--- src/rsa_pkg.sv ---
// Contract
// - Six reset sources handled separately
// - Hold register, ROM offset: power-on/shutdown only
// - Enabled pin low past minimum resets system
// - Writing software bit one resets system
// - Software bit clears itself
// - 8-bit watchdog steps every 131072 clocks
// - Enabled watchdog overflow resets system
// - Shutdown wake: wake, then global reset
// - Sleep wake: partial reset after power ready
// - Retained key registers untouched by sleep
// - Regenerative state reset on wake
// - Non-retained registers all reset on wake
// - Local reset spares retained key registers
// - Protected writes only in safe mode
// - Unlock by 0x57 then 0xA8
// - Safe window lasts 16 clocks
// - Window expiry relocks automatically
// - Writing 0x00 relocks at once
// - Unexpected signature byte relocks
// - Watchdog presettable, wraps FF to 00
package rsa_pkg;

   ////////////////////////////////////////////////////////////////////////
   // Register indices; byte address is four times the index
   localparam logic [7:0] IDX_SIG = 8'h40;
   localparam logic [7:0] IDX_CHIP = 8'h41;
   localparam logic [7:0] IDX_SAFE_ID = 8'h42;
   localparam logic [7:0] IDX_WDOG = 8'h43;
   localparam logic [7:0] IDX_STATUS = 8'h44;
   localparam logic [7:0] IDX_CTRL = 8'h46;
   localparam logic [7:0] IDX_HOLD = 8'h47;
   localparam logic [7:0] IDX_ROM = 8'h48;

   ////////////////////////////////////////////////////////////////////////
   // Unlock keys and window
   localparam logic [7:0] KEY_FIRST = 8'h57;
   localparam logic [7:0] KEY_SECOND = 8'hA8;
   localparam logic [7:0] KEY_EXIT = 8'h00;
   localparam int SAFE_CYC = 16;
   localparam logic [3:0] SAFE_LOAD = 4'(SAFE_CYC - 1);

   ////////////////////////////////////////////////////////////////////////
   // Timing
   localparam int CLK_NS = 4;
   localparam int MR_MIN_NS = 100;
   localparam logic [7:0] MR_CYC = 8'((MR_MIN_NS + CLK_NS - 1) / CLK_NS);
   localparam logic [4:0] SYS_RST_CYC = 5'h10;
   localparam logic [4:0] LOC_RST_CYC = 5'h04;
   localparam int WDOG_DIV_DEF = 131072;

   ////////////////////////////////////////////////////////////////////////
   // Reset values and cause codes
   localparam logic [7:0] WDOG_RST = 8'h00;
   localparam logic [7:0] HOLD_RST = 8'h00;
   localparam logic [2:0] CAUSE_POR = 3'h1;
   localparam logic [2:0] CAUSE_SW = 3'h2;
   localparam logic [2:0] CAUSE_WDOG = 3'h3;
   localparam logic [2:0] CAUSE_PIN = 3'h4;
   localparam logic [2:0] CAUSE_GLOB = 3'h5;
   localparam logic [2:0] CAUSE_LOCAL = 3'h6;

   ////////////////////////////////////////////////////////////////////////
   // Types
   typedef struct packed {
      logic mr_en;
      logic wdog_en;
      logic sw_rst;
   } rsa_ctrl_t;

   typedef enum logic [1:0] {
      SA_LOCKED = 2'b00,
      SA_FIRST = 2'b01,
      SA_OPEN = 2'b11
   } rsa_safe_t;

   typedef enum logic [1:0] {
      WK_IDLE = 2'b00,
      WK_SHUT = 2'b01,
      WK_SLEEP = 2'b10
   } rsa_wake_t;

endpackage : rsa_pkg

--- src/rsa_top.sv ---
module rsa_top #(
   parameter int WDOG_DIV = rsa_pkg::WDOG_DIV_DEF,
   parameter logic [7:0] CHIP_ID = 8'h5A,  // Arbitrary value
   parameter logic [7:0] SAFE_ID = 8'h3C   // Arbitrary value
) (
   // Clock and power-on reset
   input wire logic pclk,
   input wire logic presetn,
   // APB slave
   input wire logic psel,
   input wire logic penable,
   input wire logic pwrite,
   input wire logic [11:0] paddr,
   input wire logic [31:0] pwdata,
   output logic [31:0] prdata,
   output logic pready,
   output logic pslverr,
   // Reset sources
   input wire logic rst_pin_n,
   input wire logic shutdown_wake,
   input wire logic sleep_wake,
   input wire logic pwr_ready,
   // Reset and status outputs
   output logic sys_rst_n,
   output logic glob_rst_n,
   output logic local_rst_n,
   output logic safe_act,
   output logic rom_code_offset_bit
);
   import rsa_pkg::*;

   localparam int PRE_W = $clog2(WDOG_DIV);

   function automatic logic is_idx(input logic [11:0] a,
                                   input logic [7:0] idx);
      is_idx = (a[11:10] == 2'b00) && (a[9:2] == idx) && (a[1:0] == 2'b00);
   endfunction : is_idx

   ////////////////////////////////////////////////////////////////////////
   // State
   logic pready_reg, pslverr_reg;
   logic [31:0] prdata_reg;
   rsa_safe_t safe_reg, safe_next;
   logic safe_act_reg;
   logic [3:0] win_reg;
   rsa_ctrl_t ctrl_reg;
   logic [7:0] wdog_reg;
   logic [PRE_W-1:0] pre_reg;
   logic [7:0] mr_cnt_reg;
   logic mr_done_reg;
   rsa_wake_t wake_reg;
   logic sys_rst_n_reg, glob_reg, glob_rst_n_reg, local_rst_n_reg;
   logic [4:0] rst_cnt_reg, loc_cnt_reg;
   logic [2:0] cause_reg;
   logic [7:0] hold_reg;
   logic rom_reg;

   logic wr_ok, sig_wr, prot_ok, tick, wdog_ovf, mr_fire;
   logic glob_req, loc_req, sys_req, sys_clr, glob_clr, loc_clr;
   logic [31:0] rd_data;
   logic map_ok;

   ////////////////////////////////////////////////////////////////////////
   // APB slave: one wait state, write lands on the pready edge
   assign wr_ok = psel & penable & pready_reg & pwrite & ~pslverr_reg;
   assign sig_wr = wr_ok & is_idx(paddr, IDX_SIG);
   assign prot_ok = wr_ok & safe_act_reg;

   always_comb begin
      map_ok = 1'b1;
      rd_data = 32'h0000_0000;
      if (is_idx(paddr, IDX_SIG)) begin
         rd_data = {24'h00_0000, 1'b0, win_reg[3:1], safe_act_reg, 1'b0,
                    {2{safe_act_reg}}};
      end else if (is_idx(paddr, IDX_CHIP)) begin
         rd_data = {24'h00_0000, CHIP_ID};
      end else if (is_idx(paddr, IDX_SAFE_ID)) begin
         rd_data = {24'h00_0000, SAFE_ID};
      end else if (is_idx(paddr, IDX_WDOG)) begin
         rd_data = {24'h00_0000, wdog_reg};
      end else if (is_idx(paddr, IDX_STATUS)) begin
         rd_data = {29'h0000_0000, cause_reg};
      end else if (is_idx(paddr, IDX_CTRL)) begin
         rd_data = {29'h0000_0000, ctrl_reg};
      end else if (is_idx(paddr, IDX_HOLD)) begin
         rd_data = {24'h00_0000, hold_reg};
      end else if (is_idx(paddr, IDX_ROM)) begin
         rd_data = {31'h0000_0000, rom_reg};
      end else begin
         map_ok = 1'b0;
      end
   end

   always_ff @(posedge pclk or negedge presetn) begin
      if (!presetn) begin
         pready_reg <= 1'b0;
         pslverr_reg <= 1'b0;
         prdata_reg <= 32'h0000_0000;
      end else if (psel && penable && !pready_reg) begin
         pready_reg <= 1'b1;
         pslverr_reg <= ~map_ok;
         prdata_reg <= (pwrite || !map_ok) ? 32'h0000_0000 : rd_data;
      end else begin
         pready_reg <= 1'b0;
         pslverr_reg <= 1'b0;
      end
   end

   ////////////////////////////////////////////////////////////////////////
   // Safe-access unlock sequence
   always_comb begin
      safe_next = safe_reg;
      if (sig_wr) begin
         if (safe_reg == SA_LOCKED && pwdata[7:0] == KEY_FIRST) begin
            safe_next = SA_FIRST;
         end else if (safe_reg == SA_FIRST && pwdata[7:0] == KEY_SECOND) begin
            safe_next = SA_OPEN;
         end else if (pwdata[7:0] == KEY_FIRST) begin
            safe_next = SA_FIRST;
         end else begin
            safe_next = SA_LOCKED;
         end
      end else if (safe_reg == SA_OPEN && win_reg == 4'h0) begin
         safe_next = SA_LOCKED;
      end
   end

   always_ff @(posedge pclk or negedge presetn) begin
      if (!presetn) begin
         safe_reg <= SA_LOCKED;
         safe_act_reg <= 1'b0;
         win_reg <= 4'h0;
      end else if (sys_clr || loc_clr) begin
         safe_reg <= SA_LOCKED;
         safe_act_reg <= 1'b0;
         win_reg <= 4'h0;
      end else begin
         case (safe_next)
            SA_LOCKED, SA_FIRST: begin
               safe_reg <= safe_next;
               safe_act_reg <= 1'b0;
               win_reg <= 4'h0;
            end
            SA_OPEN: begin
               safe_reg <= SA_OPEN;
               safe_act_reg <= 1'b1;
               win_reg <= (safe_reg == SA_OPEN) ? win_reg - 4'h1
                                                : SAFE_LOAD;
            end
            default: begin
               safe_reg <= SA_LOCKED;
               safe_act_reg <= 1'b0;
               win_reg <= 4'h0;
            end
         endcase
      end
   end

   ////////////////////////////////////////////////////////////////////////
   // Protected control register, software reset bit
   always_ff @(posedge pclk or negedge presetn) begin
      if (!presetn) begin
         ctrl_reg <= '0;
      end else if (sys_clr) begin
         ctrl_reg <= '0;
      end else if (prot_ok && is_idx(paddr, IDX_CTRL)) begin
         ctrl_reg <= rsa_ctrl_t'(pwdata[2:0]);
      end else begin
         ctrl_reg.sw_rst <= 1'b0;
      end
   end

   ////////////////////////////////////////////////////////////////////////
   // Watchdog prescaler and counter; regenerative on sleep wake
   assign tick = (pre_reg == PRE_W'(WDOG_DIV - 1));
   assign wdog_ovf = tick & (wdog_reg == 8'hFF) & ctrl_reg.wdog_en;

   always_ff @(posedge pclk or negedge presetn) begin
      if (!presetn) begin
         pre_reg <= '0;
      end else if (sys_clr || loc_clr || tick) begin
         pre_reg <= '0;
      end else begin
         pre_reg <= pre_reg + PRE_W'(1);
      end
   end

   always_ff @(posedge pclk or negedge presetn) begin
      if (!presetn) begin
         wdog_reg <= WDOG_RST;
      end else if (sys_clr || loc_clr) begin
         wdog_reg <= WDOG_RST;
      end else if (wr_ok && is_idx(paddr, IDX_WDOG)) begin
         wdog_reg <= pwdata[7:0];
      end else if (tick) begin
         wdog_reg <= wdog_reg + 8'h01;
      end
   end

   ////////////////////////////////////////////////////////////////////////
   // Manual reset pin filter
   assign mr_fire = ctrl_reg.mr_en & ~rst_pin_n & ~mr_done_reg
                    & (mr_cnt_reg == MR_CYC);

   always_ff @(posedge pclk or negedge presetn) begin
      if (!presetn) begin
         mr_cnt_reg <= 8'h00;
         mr_done_reg <= 1'b0;
      end else if (rst_pin_n) begin
         mr_cnt_reg <= 8'h00;
         mr_done_reg <= 1'b0;
      end else begin
         if (mr_cnt_reg != MR_CYC) begin
            mr_cnt_reg <= mr_cnt_reg + 8'h01;
         end
         if (mr_fire) begin
            mr_done_reg <= 1'b1;
         end
      end
   end

   ////////////////////////////////////////////////////////////////////////
   // Wake sequencing: wait for power ready before resetting
   assign glob_req = (wake_reg == WK_SHUT) & pwr_ready;
   assign loc_req = (wake_reg == WK_SLEEP) & pwr_ready;

   always_ff @(posedge pclk or negedge presetn) begin
      if (!presetn) begin
         wake_reg <= WK_IDLE;
      end else begin
         case (wake_reg)
            WK_IDLE: begin
               if (shutdown_wake) begin
                  wake_reg <= WK_SHUT;
               end else if (sleep_wake) begin
                  wake_reg <= WK_SLEEP;
               end
            end
            WK_SHUT, WK_SLEEP: begin
               if (pwr_ready) begin
                  wake_reg <= WK_IDLE;
               end
            end
            default: wake_reg <= WK_IDLE;
         endcase
      end
   end

   ////////////////////////////////////////////////////////////////////////
   // Reset pulse sequencer and cause
   assign sys_req = ctrl_reg.sw_rst | wdog_ovf | mr_fire | glob_req;
   assign sys_clr = ~sys_rst_n_reg;
   assign glob_clr = ~sys_rst_n_reg & glob_reg;
   assign loc_clr = ~local_rst_n_reg;

   always_ff @(posedge pclk or negedge presetn) begin
      if (!presetn) begin
         sys_rst_n_reg <= 1'b0;
         glob_reg <= 1'b1;
         glob_rst_n_reg <= 1'b0;
         rst_cnt_reg <= SYS_RST_CYC;
         cause_reg <= CAUSE_POR;
      end else if (!sys_rst_n_reg) begin
         rst_cnt_reg <= rst_cnt_reg - 5'h01;
         if (rst_cnt_reg == 5'h01) begin
            sys_rst_n_reg <= 1'b1;
            glob_reg <= 1'b0;
            glob_rst_n_reg <= 1'b1;
         end
      end else if (sys_req) begin
         sys_rst_n_reg <= 1'b0;
         rst_cnt_reg <= SYS_RST_CYC;
         glob_reg <= glob_req;
         glob_rst_n_reg <= ~glob_req;
         if (glob_req) begin
            cause_reg <= CAUSE_GLOB;
         end else if (mr_fire) begin
            cause_reg <= CAUSE_PIN;
         end else if (wdog_ovf) begin
            cause_reg <= CAUSE_WDOG;
         end else begin
            cause_reg <= CAUSE_SW;
         end
      end else if (loc_req) begin
         cause_reg <= CAUSE_LOCAL;
      end
   end

   always_ff @(posedge pclk or negedge presetn) begin
      if (!presetn) begin
         local_rst_n_reg <= 1'b1;
         loc_cnt_reg <= 5'h00;
      end else if (loc_req && sys_rst_n_reg && !sys_req) begin
         local_rst_n_reg <= 1'b0;
         loc_cnt_reg <= LOC_RST_CYC;
      end else if (!local_rst_n_reg) begin
         loc_cnt_reg <= loc_cnt_reg - 5'h01;
         if (loc_cnt_reg == 5'h01) begin
            local_rst_n_reg <= 1'b1;
         end
      end
   end

   ////////////////////////////////////////////////////////////////////////
   // Retained registers: cleared only by power-on or shutdown wake
   always_ff @(posedge pclk or negedge presetn) begin
      if (!presetn) begin
         hold_reg <= HOLD_RST;
         rom_reg <= 1'b0;
      end else if (glob_clr) begin
         hold_reg <= HOLD_RST;
         rom_reg <= 1'b0;
      end else begin
         if (wr_ok && is_idx(paddr, IDX_HOLD)) begin
            hold_reg <= pwdata[7:0];
         end
         if (prot_ok && is_idx(paddr, IDX_ROM)) begin
            rom_reg <= pwdata[0];
         end
      end
   end

   ////////////////////////////////////////////////////////////////////////
   // Outputs
   assign prdata = prdata_reg;
   assign pready = pready_reg;
   assign pslverr = pslverr_reg;
   assign sys_rst_n = sys_rst_n_reg;
   assign glob_rst_n = glob_rst_n_reg;
   assign local_rst_n = local_rst_n_reg;
   assign safe_act = safe_act_reg;
   assign rom_code_offset_bit = rom_reg;

   ////////////////////////////////////////////////////////////////////////
   // Assertions
   property p_sw_clear;
      @(posedge pclk) disable iff (!presetn)
      ctrl_reg.sw_rst |=> !ctrl_reg.sw_rst;
   endproperty
   a_sw_clear: assert property (p_sw_clear)
      else $error("software reset bit did not clear");

   property p_sw_reset;
      @(posedge pclk) disable iff (!presetn)
      ctrl_reg.sw_rst && sys_rst_n_reg |=> !sys_rst_n_reg;
   endproperty
   a_sw_reset: assert property (p_sw_reset)
      else $error("software reset not applied");

   property p_unlock;
      @(posedge pclk) disable iff (!presetn)
      sig_wr && safe_reg == SA_FIRST && pwdata[7:0] == KEY_SECOND
         && sys_rst_n_reg && local_rst_n_reg
      |=> safe_act_reg && win_reg == SAFE_LOAD;
   endproperty
   a_unlock: assert property (p_unlock)
      else $error("unlock sequence did not open");

   property p_expire;
      @(posedge pclk) disable iff (!presetn)
      $rose(safe_act_reg) |-> ##(SAFE_CYC) !safe_act_reg;
   endproperty
   a_expire: assert property (p_expire)
      else $error("safe window outlived its limit");

   property p_exit;
      @(posedge pclk) disable iff (!presetn)
      sig_wr && pwdata[7:0] == KEY_EXIT |=> !safe_act_reg;
   endproperty
   a_exit: assert property (p_exit)
      else $error("exit byte did not relock");

   property p_protect;
      @(posedge pclk) disable iff (!presetn)
      wr_ok && is_idx(paddr, IDX_CTRL) && !safe_act_reg && sys_rst_n_reg
      |=> $stable(ctrl_reg.wdog_en) && $stable(ctrl_reg.mr_en);
   endproperty
   a_protect: assert property (p_protect)
      else $error("protected write accepted while locked");

   property p_wdog;
      @(posedge pclk) disable iff (!presetn)
      wdog_ovf && sys_rst_n_reg && !glob_req && !mr_fire
      |=> !sys_rst_n_reg && cause_reg == CAUSE_WDOG;
   endproperty
   a_wdog: assert property (p_wdog)
      else $error("watchdog overflow did not reset");

   property p_wrap;
      @(posedge pclk) disable iff (!presetn)
      tick && wdog_reg == 8'hFF && sys_rst_n_reg && local_rst_n_reg
         && !(wr_ok && is_idx(paddr, IDX_WDOG))
      |=> wdog_reg == 8'h00;
   endproperty
   a_wrap: assert property (p_wrap)
      else $error("watchdog did not wrap to zero");

   property p_hold;
      @(posedge pclk) disable iff (!presetn)
      !sys_rst_n_reg && !glob_reg && !wr_ok |=> $stable(hold_reg);
   endproperty
   a_hold: assert property (p_hold)
      else $error("hold register lost on non-global reset");

   property p_local;
      @(posedge pclk) disable iff (!presetn)
      !local_rst_n_reg && sys_rst_n_reg && !ctrl_reg.sw_rst && !prot_ok
      |=> $stable(ctrl_reg) && wdog_reg == WDOG_RST;
   endproperty
   a_local: assert property (p_local)
      else $error("local reset touched retained control");

   property p_pin;
      @(posedge pclk) disable iff (!presetn)
      mr_fire && sys_rst_n_reg && !glob_req |=> !sys_rst_n_reg
         && cause_reg == CAUSE_PIN;
   endproperty
   a_pin: assert property (p_pin)
      else $error("manual pin reset not applied");

endmodule : rsa_top

--- config.mk ---
export PLATFORM = sky130hd
export DESIGN_NAME = rsa_top
export DESIGN_NICKNAME = d
export VERILOG_FILES = /design/src/rsa_pkg.sv /design/src/rsa_top.sv
export SDC_FILE = /design/constraint.sdc
export NUM_CORES = 1
export LEC_CHECK = 0
export ABC_AREA = 1
export BUFFER_PORTS_ARGS = -buffer_cell sky130_fd_sc_hd__buf_2
export CAP_MARGIN = 0
export CORE_MARGIN = 2
export CORE_UTILIZATION = 56
export CTS_CLUSTER_SIZE = 30
export DETAILED_ROUTE_END_ITERATION = 12
export MAX_ROUTING_LAYER = met4
export PLACE_DENSITY = 0.81
export SYNTH_ARGS = -nofsm -noshare
export SYNTH_HDL_FRONTEND = slang
export SYNTH_SLANG_ARGS = --single-unit
--- constraint.sdc ---
create_clock -name pclk -period 2.5 [get_ports pclk]
set_clock_uncertainty 0.05 [all_clocks]
set_input_delay 0.5 -clock pclk [delete_from_list [all_inputs] [get_ports pclk]]
set_output_delay 0.5 -clock pclk [all_outputs]
set_load 0.02 [all_outputs]
### Yosys cells after proc, flatten, opt, wreduce, memory -nomap -nowiden

Cells that the tools add are included.

* add/sub/neg operators: 6
* eq/ne operators: 27
* mux-type cells: 71
* bitwise operators: 24
* reductions and logical operators: 51

Operators with widths (count)
* 8-bit two-way mux: 14
* 8-bit by 7-bit equality test with 1-bit output, second input constant: 9
* 1-bit two-way mux: 32
* 32-bit two-way mux: 1
* 1-bit logical AND: 27
* 5-bit two-way mux: 4
* 2-bit two-way mux: 9
* 17-bit by 1-bit adder with 17-bit output, second input constant: 1
* 17-bit equality test, second input constant: 1
* 17-bit two-way mux: 1
* 8-bit by 1-bit adder with 8-bit output, second input constant: 2
* 8-bit equality test, second input constant: 2
* 3-bit two-way mux: 5
* 1-bit AND: 14
* 4-bit two-way mux: 3
* 2-bit nonzero test: 6
* 5-bit by 1-bit equality test with 1-bit output, second input constant: 2
* 2-bit logical NOT: 5
* 5-bit by 1-bit subtractor with 5-bit output, second input constant: 2
* 8-bit by 5-bit equality test with 1-bit output, second input constant: 1
* 8-bit by 5-bit != test with 1-bit output, second input constant: 1
* 2-bit one-hot mux with 2 select lines: 2
* 1-bit inverter: 7
* 2-bit by 1-bit equality test with 1-bit output, second input constant: 3
* 12 further kinds: 25

* register bits after elaboration: 106
* input bits: 53
* output and inout port bits: 39
* word-level logic and storage cells: 202

### Depth between registers and ports, before layout

Gate-level depths: netlist (run 1).

* depth in word-level cells: 14
* mapped depth: 18
* gate-level depth less buffers: 18

### Worst setup path before layout (run 1)

OpenSTA, ideal clock, no wires.

* path type: register to register
* start point: register pre_reg[0]
* end point: register glob_reg
* library setup time: 77 ps
* data arrival time: 2184 ps
* required time: 2373 ps
* setup slack: 189 ps
* stages on the path, launching flop included: 19
* path buffers: 0
* clock period less this slack: 2311 ps
* cells stage by stage: dfrtp_1 -> ha_1 -> nand2_1 -> inv_1 -> nand2_1 -> nor2_1 -> nand2_1 -> nor3_1 -> nand4_1 -> nor3_1 -> ha_1 -> nand4_1 -> nor2_2 -> nor2_2 -> nand3_2 -> nand2_4 -> nand2_1 -> nand2_1 -> o21a_1

* word-level cells in the longest chain between the ends: 8

RTL lines
* from (decl): RTL line rsa_top.sv:48 `logic [PRE_W-1:0] pre_reg;`
* from (signal assigned): RTL line rsa_top.sv:184 `pre_reg <= pre_reg + PRE_W'(1);`
* 17-bit equality test: RTL line rsa_top.sv:175 `assign tick = (pre_reg == PRE_W'(WDOG_DIV - 1));`
* 1-bit AND (2 in series): RTL line rsa_top.sv:176 `assign wdog_ovf = tick & (wdog_reg == 8'hFF) & ctrl_reg.wdog_en;`
* 1-bit bitwise OR (3 in series): RTL line rsa_top.sv:251 `assign sys_req = ctrl_reg.sw_rst | wdog_ovf | mr_fire | glob_req;`
* 2-bit by 1-bit != test with 1-bit output (no line)
* 2-bit AND reduction (no line)
* to (signal assigned): RTL line rsa_top.sv:273 `glob_reg <= glob_req;`
* to (decl): RTL line rsa_top.sv:52 `logic sys_rst_n_reg, glob_reg, glob_rst_n_reg, local_rst_n_reg;`

Every way passes these cells.
A chain may end at the register's enable or synchronous reset.

### Worst setup path in the final report (run 1)

* start point: register pre_reg[0]
* end point: register cause_reg[1]

* word-level cells in the longest chain between the ends: 8
* elaborated cells between the ends (all ways): 9
* those cells by class: 1 x eq/ne; 1 x mux; 5 x bitwise; 2 x reduce/logical

RTL lines
* 17-bit equality test (*): RTL line rsa_top.sv:175
* 1-bit AND (*) (2 in series): RTL line rsa_top.sv:176
* 1-bit bitwise OR (*) (3 in series): RTL line rsa_top.sv:251
* 2-bit nonzero test (no line)
* 2-bit AND reduction (no line)
* to (signal assigned): RTL line rsa_top.sv:262 `cause_reg <= CAUSE_POR;`
* to (signal assigned): RTL line rsa_top.sv:276 `cause_reg <= CAUSE_GLOB;`
* to (signal assigned): RTL line rsa_top.sv:278 `cause_reg <= CAUSE_PIN;`
* to (decl): RTL line rsa_top.sv:54 `logic [2:0] cause_reg;`

Every way passes the cells marked *; elsewhere a longest branch is shown, timed or not.

==> run_results.csv, run 1 <==
group,metric,value,unit
synth,synth.area.top_cells,"dfrtp_1 40%, nand2_1 8.9%, inv_1 7.2%",
setup_path,critical_path.slowest_cell,"dfrtp_1",
placement,port_buffers,43,
grt,antenna_found_initial,0,
sta,finalCriticalPeriod,2.596,ns
clock_tree,clk_latency,0.36,ns
finish,drive_gt1_share,23.72,%
grt,overflow,0,
grt,met3_usage,3.829,%
floorplan,rows,33,
route,first_pass_iters,5,
pwr,power.density,692.2,mW/mm²
synth,ys_types,44,
route,vias,4322,
clock_tree,cts-buffers-inserted,9,
setup_path,reg2reg_depth,16,
run_status,outcome,"finished, violations left",
route,post_drt_via_cell_ratio,5.342,
floorplan,die_h,97.05,µm
placement,post-place-ws,-0.2625,ns
grt,grt_util_met1,30.90,%
setup_path,cp_max_fo,8,
setup_path,r2r_setup_slack,-0.1,ns
route,drtIter0Drc,287,
sta,period_share,103.9,%
finish,final_core_util,68.73,%
setup_path,worst_ep_arrival_time,2.80,ns
clock_tree,htreeDepth,3,
placement,place_congestion,0.9436,
floorplan,core_area,0.008299,mm²
synth,ys_seq_area_share,41.91,%
synth,yosysWarningCount,0,
placement,hpwl,8023,µm
synth,syn_inst,618,
grt,grt_usage,25.73,%
grt,grt_max_degree,46,
clock_tree,cts_root_buf,"clkbuf_8",
floorplan,ios,92,
finish,area_growth,17.65,%
clock_tree,clk_pin_slew_worst_paths,0.09,ns
floorplan,start_util,58.42,%
synth,synth-seq-cells,81,
clock_tree,cts.sinks,81,
clock_tree,cts_tree,"done",
floorplan,dieArea,0.009418,mm²
sta,fmax,385.1,MHz
sta,hold_ws,0.03346,ns
setup_path,max_stage_delay,0.42,ns
finish,nets,766,
clock_tree,ctsHoldBuffers,0,
sta,hold_violations,0,
grt,use_met2,43.38,%
min_path,worstHoldPathType,"primary input to asynchronous set/reset pin",
grt,grt_busiest_layer,"met2",
route,wl,11650,µm
setup_path,crit_chain,"ha_4 -> nand2_2 -> inv_2 -> nand2_4 -> nor2_4 -> nand2_2 -> nor3_4 -> nand4_1 -> nor3_2 -> ha_2 -> nand4_1 -> nor2_2 -> nor2_2 -> nand3_2 -> nand2_4 -> a31oi_1",
finish,largest_reg_flops,17,
floorplan,die_w,97.05,µm
sta,grt_setup_unrepaired,"yes",
sta,tns,-0.3328,ns
route,avgRoutedWirePerCell,14.40,µm
setup_path,start_kind,"register",
grt,grt_pass1_vias,4372,
sta,setup_ws,-0.09641,ns
finish,diodes,0,
synth,synth_area,0.004848,mm²
pwr,peakVddDrop,0.0004380,V
pwr,cellLeakagePower,3.009,nW
sta,finalSetupViolations,7,
synth,synth_top_area_cell,"dfrtp_1",
setup_path,worstPathRequired,2.70,ns
synth,syn_avg_cell_area,7.845,µm²
grt,grt_pass1_wl,19530,µm
setup_path,worstReg2RegEnd,"cause_reg[1]",
setup_path,r2r-start,"pre_reg[0]",
setup_path,worstSetupEndpointType,"register",
setup_path,cpLargestDelayFamily,"simple AND/OR/NAND/NOR gates",
run,maxCapViolCount,0,
route,drc,0,
synth,yosys.area.top_type_share,39.74,%
sta,slew_violations,0,
setup_path,path_class,"register to register",
clock_tree,clockBufferDepth,2,
route,detail-route-antenna-nets,0,
run_status,violations,"negative setup slack",
setup_path,worst-path-buf-inv,1,
## final cells by class
type                            count  area (µm²)
Fill cell                         658        2595
Tap cell                          105       131.4
Sequential cell                    81        2032
Clock inverter                      5       86.33
Multi-Input combinational cell    433        2461
Inverter                          101       384.1
Timing Repair Buffer               73       467.9
Clock buffer                       11       141.4
## synth_stat cells, drive strengths merged
library cell	number
a32oi	1
and2	1
o21a	3
nand2	131
a211oi	1
o211a	2
inv	97
nor4	9
a21oi	27
nor2	82
o211ai	1
ha	14
nand3b	3
o21ai	34
nor3	16
dfstp	4
o2111ai	3
nand3	43
or4	1
buf	27
a31oi	3
nand4	8
conb	1
clkinv	4
o22ai	8
xnor2	1
dfrtp	77
o31ai	8
xor2	8
## logic make-up (layout without fill, tap and decap cells)
logic type | after synthesis | after routing | share of synthesized area (%)
flip-flops | 81 | 81 | 41.91
AO/OA/AOI/OAI | 91 | 91 | 10.99
other | 1 | 24 | 0.07735
adder cells (fa/ha/maj) | 14 | 14 | 3.613
XOR/XNOR | 9 | 9 | 1.626
AND/OR/NAND/NOR | 294 | 295 | 29.75
buffers and inverters | 128 | 190 | 12.03
## cell usage in the layout (no fill, tap or decap), types with 4 or more instances in the layout
master	netlist	routed
nand2_1	115	110
inv_1	93	91
dfrtp_1	77	77
nor2_1	64	60
buf_2	2	42
nand3_1	35	34
buf_4	24	29
a21oi_1	27	25
o21ai_0	26	24
conb_1	1	24
nand2_2	11	15
nor2_2	13	14
nor3_1	14	12
ha_1	14	12
o21ai_1	8	10
clkbuf_8	0	10
nor4_1	9	9
nand3_2	8	9
nand4_1	8	8
xor2_1	8	8
o31ai_1	8	8
nor2_4	4	7
nand2_4	5	5
inv_2	4	5
o22ai_1	7	4
dfstp_2	4	4
## power by group
part	internal, mW	switching [mW]	total [mW]
combinational	0.430	0.747	1.18
sequential	1.52	0.148	1.67
clock	0.600	0.505	1.10
total	2.55	1.40	3.95
## metrics by stage
stage	instance area (µm²)	instances	total power [mW]
after floorplan	4935	641	2.385
after global placement	5167	770	2.619
after detailed placement	5167	770	2.708
after CTS	5530	801	3.811
after global routing	5704	809	4.193
final	5704	809	3.949
## timing repair
action                                  4_1_cts  5_1_grt
gates cloned                                  0        1
pin swaps                                     2        8
setup buffers                                15        9
endpoints found under the setup margin       25       38
gates resized for setup                       8       25
## routing by layer
| layer | vias up | wire length (µm) |
|---|---|---|
| li1 | 2118 | - |
| met1 | 2012 | 4850 |
| met2 | 153 | 5859 |
| met3 | 39 | 539 |
| met4 | 0 | 400 |
| met5 | - | 0 |
## worst max path at each step
stage	from	endpoint	slack, ns	cells past startpoint
after floorplan	pre_reg[0]	glob_reg	0.19	18
after detailed placement	pre_reg[0]	glob_reg	-0.26	18
final	pre_reg[0]	cause_reg[1]	-0.1	16
after global placement	pre_reg[0]	glob_reg	-0.10	18
after global routing	pre_reg[0]	cause_reg[1]	-0.29	16
after CTS	pre_reg[0]	glob_reg	0.01	18
## worst reg2reg max path, stage by stage, from the launching register on
cell,delay (ns)
dfrtp_1,0.42
ha_4,0.17
nand2_2,0.06
inv_2,0.07
nand2_4,0.06
nor2_4,0.10
nand2_2,0.09
nor3_4,0.14
nand4_1,0.16
nor3_2,0.18
ha_2,0.22
nand4_1,0.10
nor2_2,0.16
nor2_2,0.06
nand3_2,0.13
nand2_4,0.11
a31oi_1,0.23
(Power assumes the default switching activity.)
==> run 2, diff against run 1 <==
--- a/config.mk
+++ b/config.mk
@@ -8,5 +8,4 @@
 export ABC_AREA = 1
 export BUFFER_PORTS_ARGS = -buffer_cell sky130_fd_sc_hd__buf_2
-export CAP_MARGIN = 0
 export CORE_MARGIN = 2
 export CORE_UTILIZATION = 56
@@ -15,4 +14,5 @@
 export MAX_ROUTING_LAYER = met4
 export PLACE_DENSITY = 0.81
+export RECOVER_POWER = 25
 export SYNTH_ARGS = -nofsm -noshare
 export SYNTH_HDL_FRONTEND = slang
==> constraint.sdc (replaced) <==
create_clock -name pclk -period 2.5 [get_ports pclk]
set_clock_uncertainty 0.05 [all_clocks]
set_input_delay 0.125 -clock pclk [delete_from_list [all_inputs] [get_ports pclk]]
set_output_delay 0.125 -clock pclk [all_outputs]
set_load 0.02 [all_outputs]
==> run 2 against run 1 <==
  * Clock-buffer cell count grew 1
  * Non-clock buffer count down 7
  * Sequential cell count unchanged
  * The flow still finishes with violations (negative setup slack)
  * Global-route usage is 1.4 points lower
  * Sequential power barely moved
==> run_results.csv, run 2 (synthesis gave the netlist of run 1 again) <==
group,metric,value,unit
floorplan,die_w,97.05,µm
placement,place_area,0.005157,mm²
route,vias,4300,
grt,grt_pass1_wl,18420,µm
finish,area_growth,16.65,%
min_path,worstHoldPathType,"primary input to register",
run_status,outcome,"finished, violations left",
clock_tree,clk_latency,0.35,ns
sta,setup_ws,-0.1579,ns
setup_path,path_class,"register to register",
setup_path,cp_max_fo,8,
pwr,power.density,688.5,mW/mm²
pwr,peakVddDrop,0.0003952,V
setup_path,reg2reg_depth,18,
sta,tightest_slew,1.303,ns
finish,nets,759,
floorplan,start_util,58.42,%
setup_path,start_kind,"register",
placement,place_congestion,0.9378,
route,detail-route-antenna-nets,0,
grt,met3_usage,4.480,%
finish,n_fill_cell,671,
route,avgRoutedWirePerCell,13.82,µm
pwr,cellLeakagePower,2.943,nW
clock_tree,htreeDepth,3,
floorplan,rows,33,
setup_path,worstSetupEndpointType,"register",
floorplan,die_h,97.05,µm
sta,finalSetupViolations,17,
clock_tree,cts_tree,"done",
min_path,hold_path_depth,3,
placement,hpwl,8080,µm
grt,grt_usage,24.34,%
sta,fmax,376.2,MHz
sta,period_share,106.3,%
route,wl,11090,µm
run_status,violations,"negative setup slack",
grt,overflow,0,
sta,slew_violations,0,
grt,grt_util_met1,28.89,%
pwr,p_total,3.894,mW
clock_tree,clk_pin_slew_worst_paths,0.08,ns
sta,hold_violations,0,
finish,largest_reg_flops,17,
grt,grt_max_degree,52,
placement,post-place-ws,-0.1483,ns
setup_path,worstPathRequired,2.74,ns
route,first_pass_iters,5,
sta,relSlewSlack,13.16,%
route,post_drt_via_cell_ratio,5.362,
sta,finalCriticalPeriod,2.658,ns
clock_tree,cts.sinks,81,
grt,use_met2,42.15,%
clock_tree,clockBufferDepth,2,
clock_tree,cts_root_buf,"clkbuf_8",
floorplan,core_area,0.008299,mm²
grt,grt_busiest_layer,"met2",
floorplan,dieArea,0.009418,mm²
clock_tree,cts-buffers-inserted,9,
floorplan,ios,92,
route,drtIter0Drc,282,
run,maxCapViolCount,0,
finish,drive_gt1_share,23.24,%
grt,grt_pass1_vias,4215,
finish,diodes,0,
finish,fin_area,0.005655,mm²
finish,instances_no_fill,802,
setup_path,r2r_setup_slack,-0.16,ns
finish,layout_common_cells,"110 x nand2_1, 91 x inv_1, 77 x dfrtp_1, 60 x nor2_1, 42 x buf_2",
placement,post-place-cells,772,
finish,mostFrequentLayoutCell,"nand2_1",
grt,antenna_found_initial,0,
setup_path,worst_ep_arrival_time,2.90,ns
placement,port_buffers,43,
route,drc,0,
sta,grt_setup_unrepaired,"yes",
-- run 2: cell count changes in the layout (fill, tap and decap cells not counted), moves of 2 or more --
cell / delta
buf_12: -2
buf_4: -14
buf_6: +3
dlygate4sd3_1: +5
o21ai_0: -7
o21ai_2: +7
-- run 2: metal layers --
metal	share of wire [%]	wire length, µm
met4	2.8	311
met2	50	5590
met5	0	0
met3	4.3	476
met1	42	4708
-- run 2: stage by stage --
stage	hold slack [ns]	util (%)	setup TNS, ns
6_report	0.04863	68.14	-1.301
5_1_grt	0.03363	68.14	-6.136
4_1_cts	0.01150	65.81	0
3_5_place_dp	0.1486	62.14	-1.005
3_3_place_gp	0.1402	62.14	0
2_1_floorplan	-0.2206	-	0
-- run 2: power breakdown --
group          total [mW]  switching [mW]  internal, mW
Combinational        1.15           0.724         0.421
Sequential           1.67           0.148          1.52
Clock                1.08           0.485         0.595
Total                3.89            1.36          2.54
-- run 2: final timing paths --
check                            from       endpoint
max                        pre_reg[1]   cause_reg[0]
min in group asynchronous     presetn  mr_cnt_reg[5]
max in group asynchronous     presetn    wdog_reg[3]
min reg2reg                 prdata[0]      prdata[0]
min                         pwdata[3]    hold_reg[3]
max reg2reg                pre_reg[1]   cause_reg[0]
-- run 2: worst max-delay path, cell delays in order (launching register included) --
cell	delay, ns
dfrtp_1	0.36
ha_2	0.19
nand2_2	0.05
inv_2	0.07
nand2_4	0.06
nor2_4	0.12
nand2_2	0.07
nor3_2	0.19
nand4_1	0.20
nor3_2	0.25
ha_2	0.22
nand4_1	0.10
nor2_2	0.14
nor2_2	0.08
nand3_4	0.13
nand2_8	0.08
nand2_2	0.08
nor2_2	0.04
a21oi_2	0.10
-- run 2: cell type report --
class | instances | area (µm²) | share of cell area, %
Clock inverter | 4 | 76.32 | 1.350
Inverter | 101 | 384.1 | 6.792
Clock buffer | 12 | 145.1 | 2.566
Timing Repair Buffer | 66 | 411.6 | 7.279
Multi-Input combinational cell | 433 | 2475 | 43.76
Tap cell | 105 | 131.4 | 2.323
Sequential cell | 81 | 2032 | 35.93
-- run 2: what timing repair did --
item                                    4_1_cts  5_1_grt
setup buffers                                 2        6
pin swaps                                     0       19
resized for setup                             5       45
gates cloned                                  0        1
endpoints found under the setup margin       17       39
hold endpoints to repair                     48        0
hold buffers                                  5        0
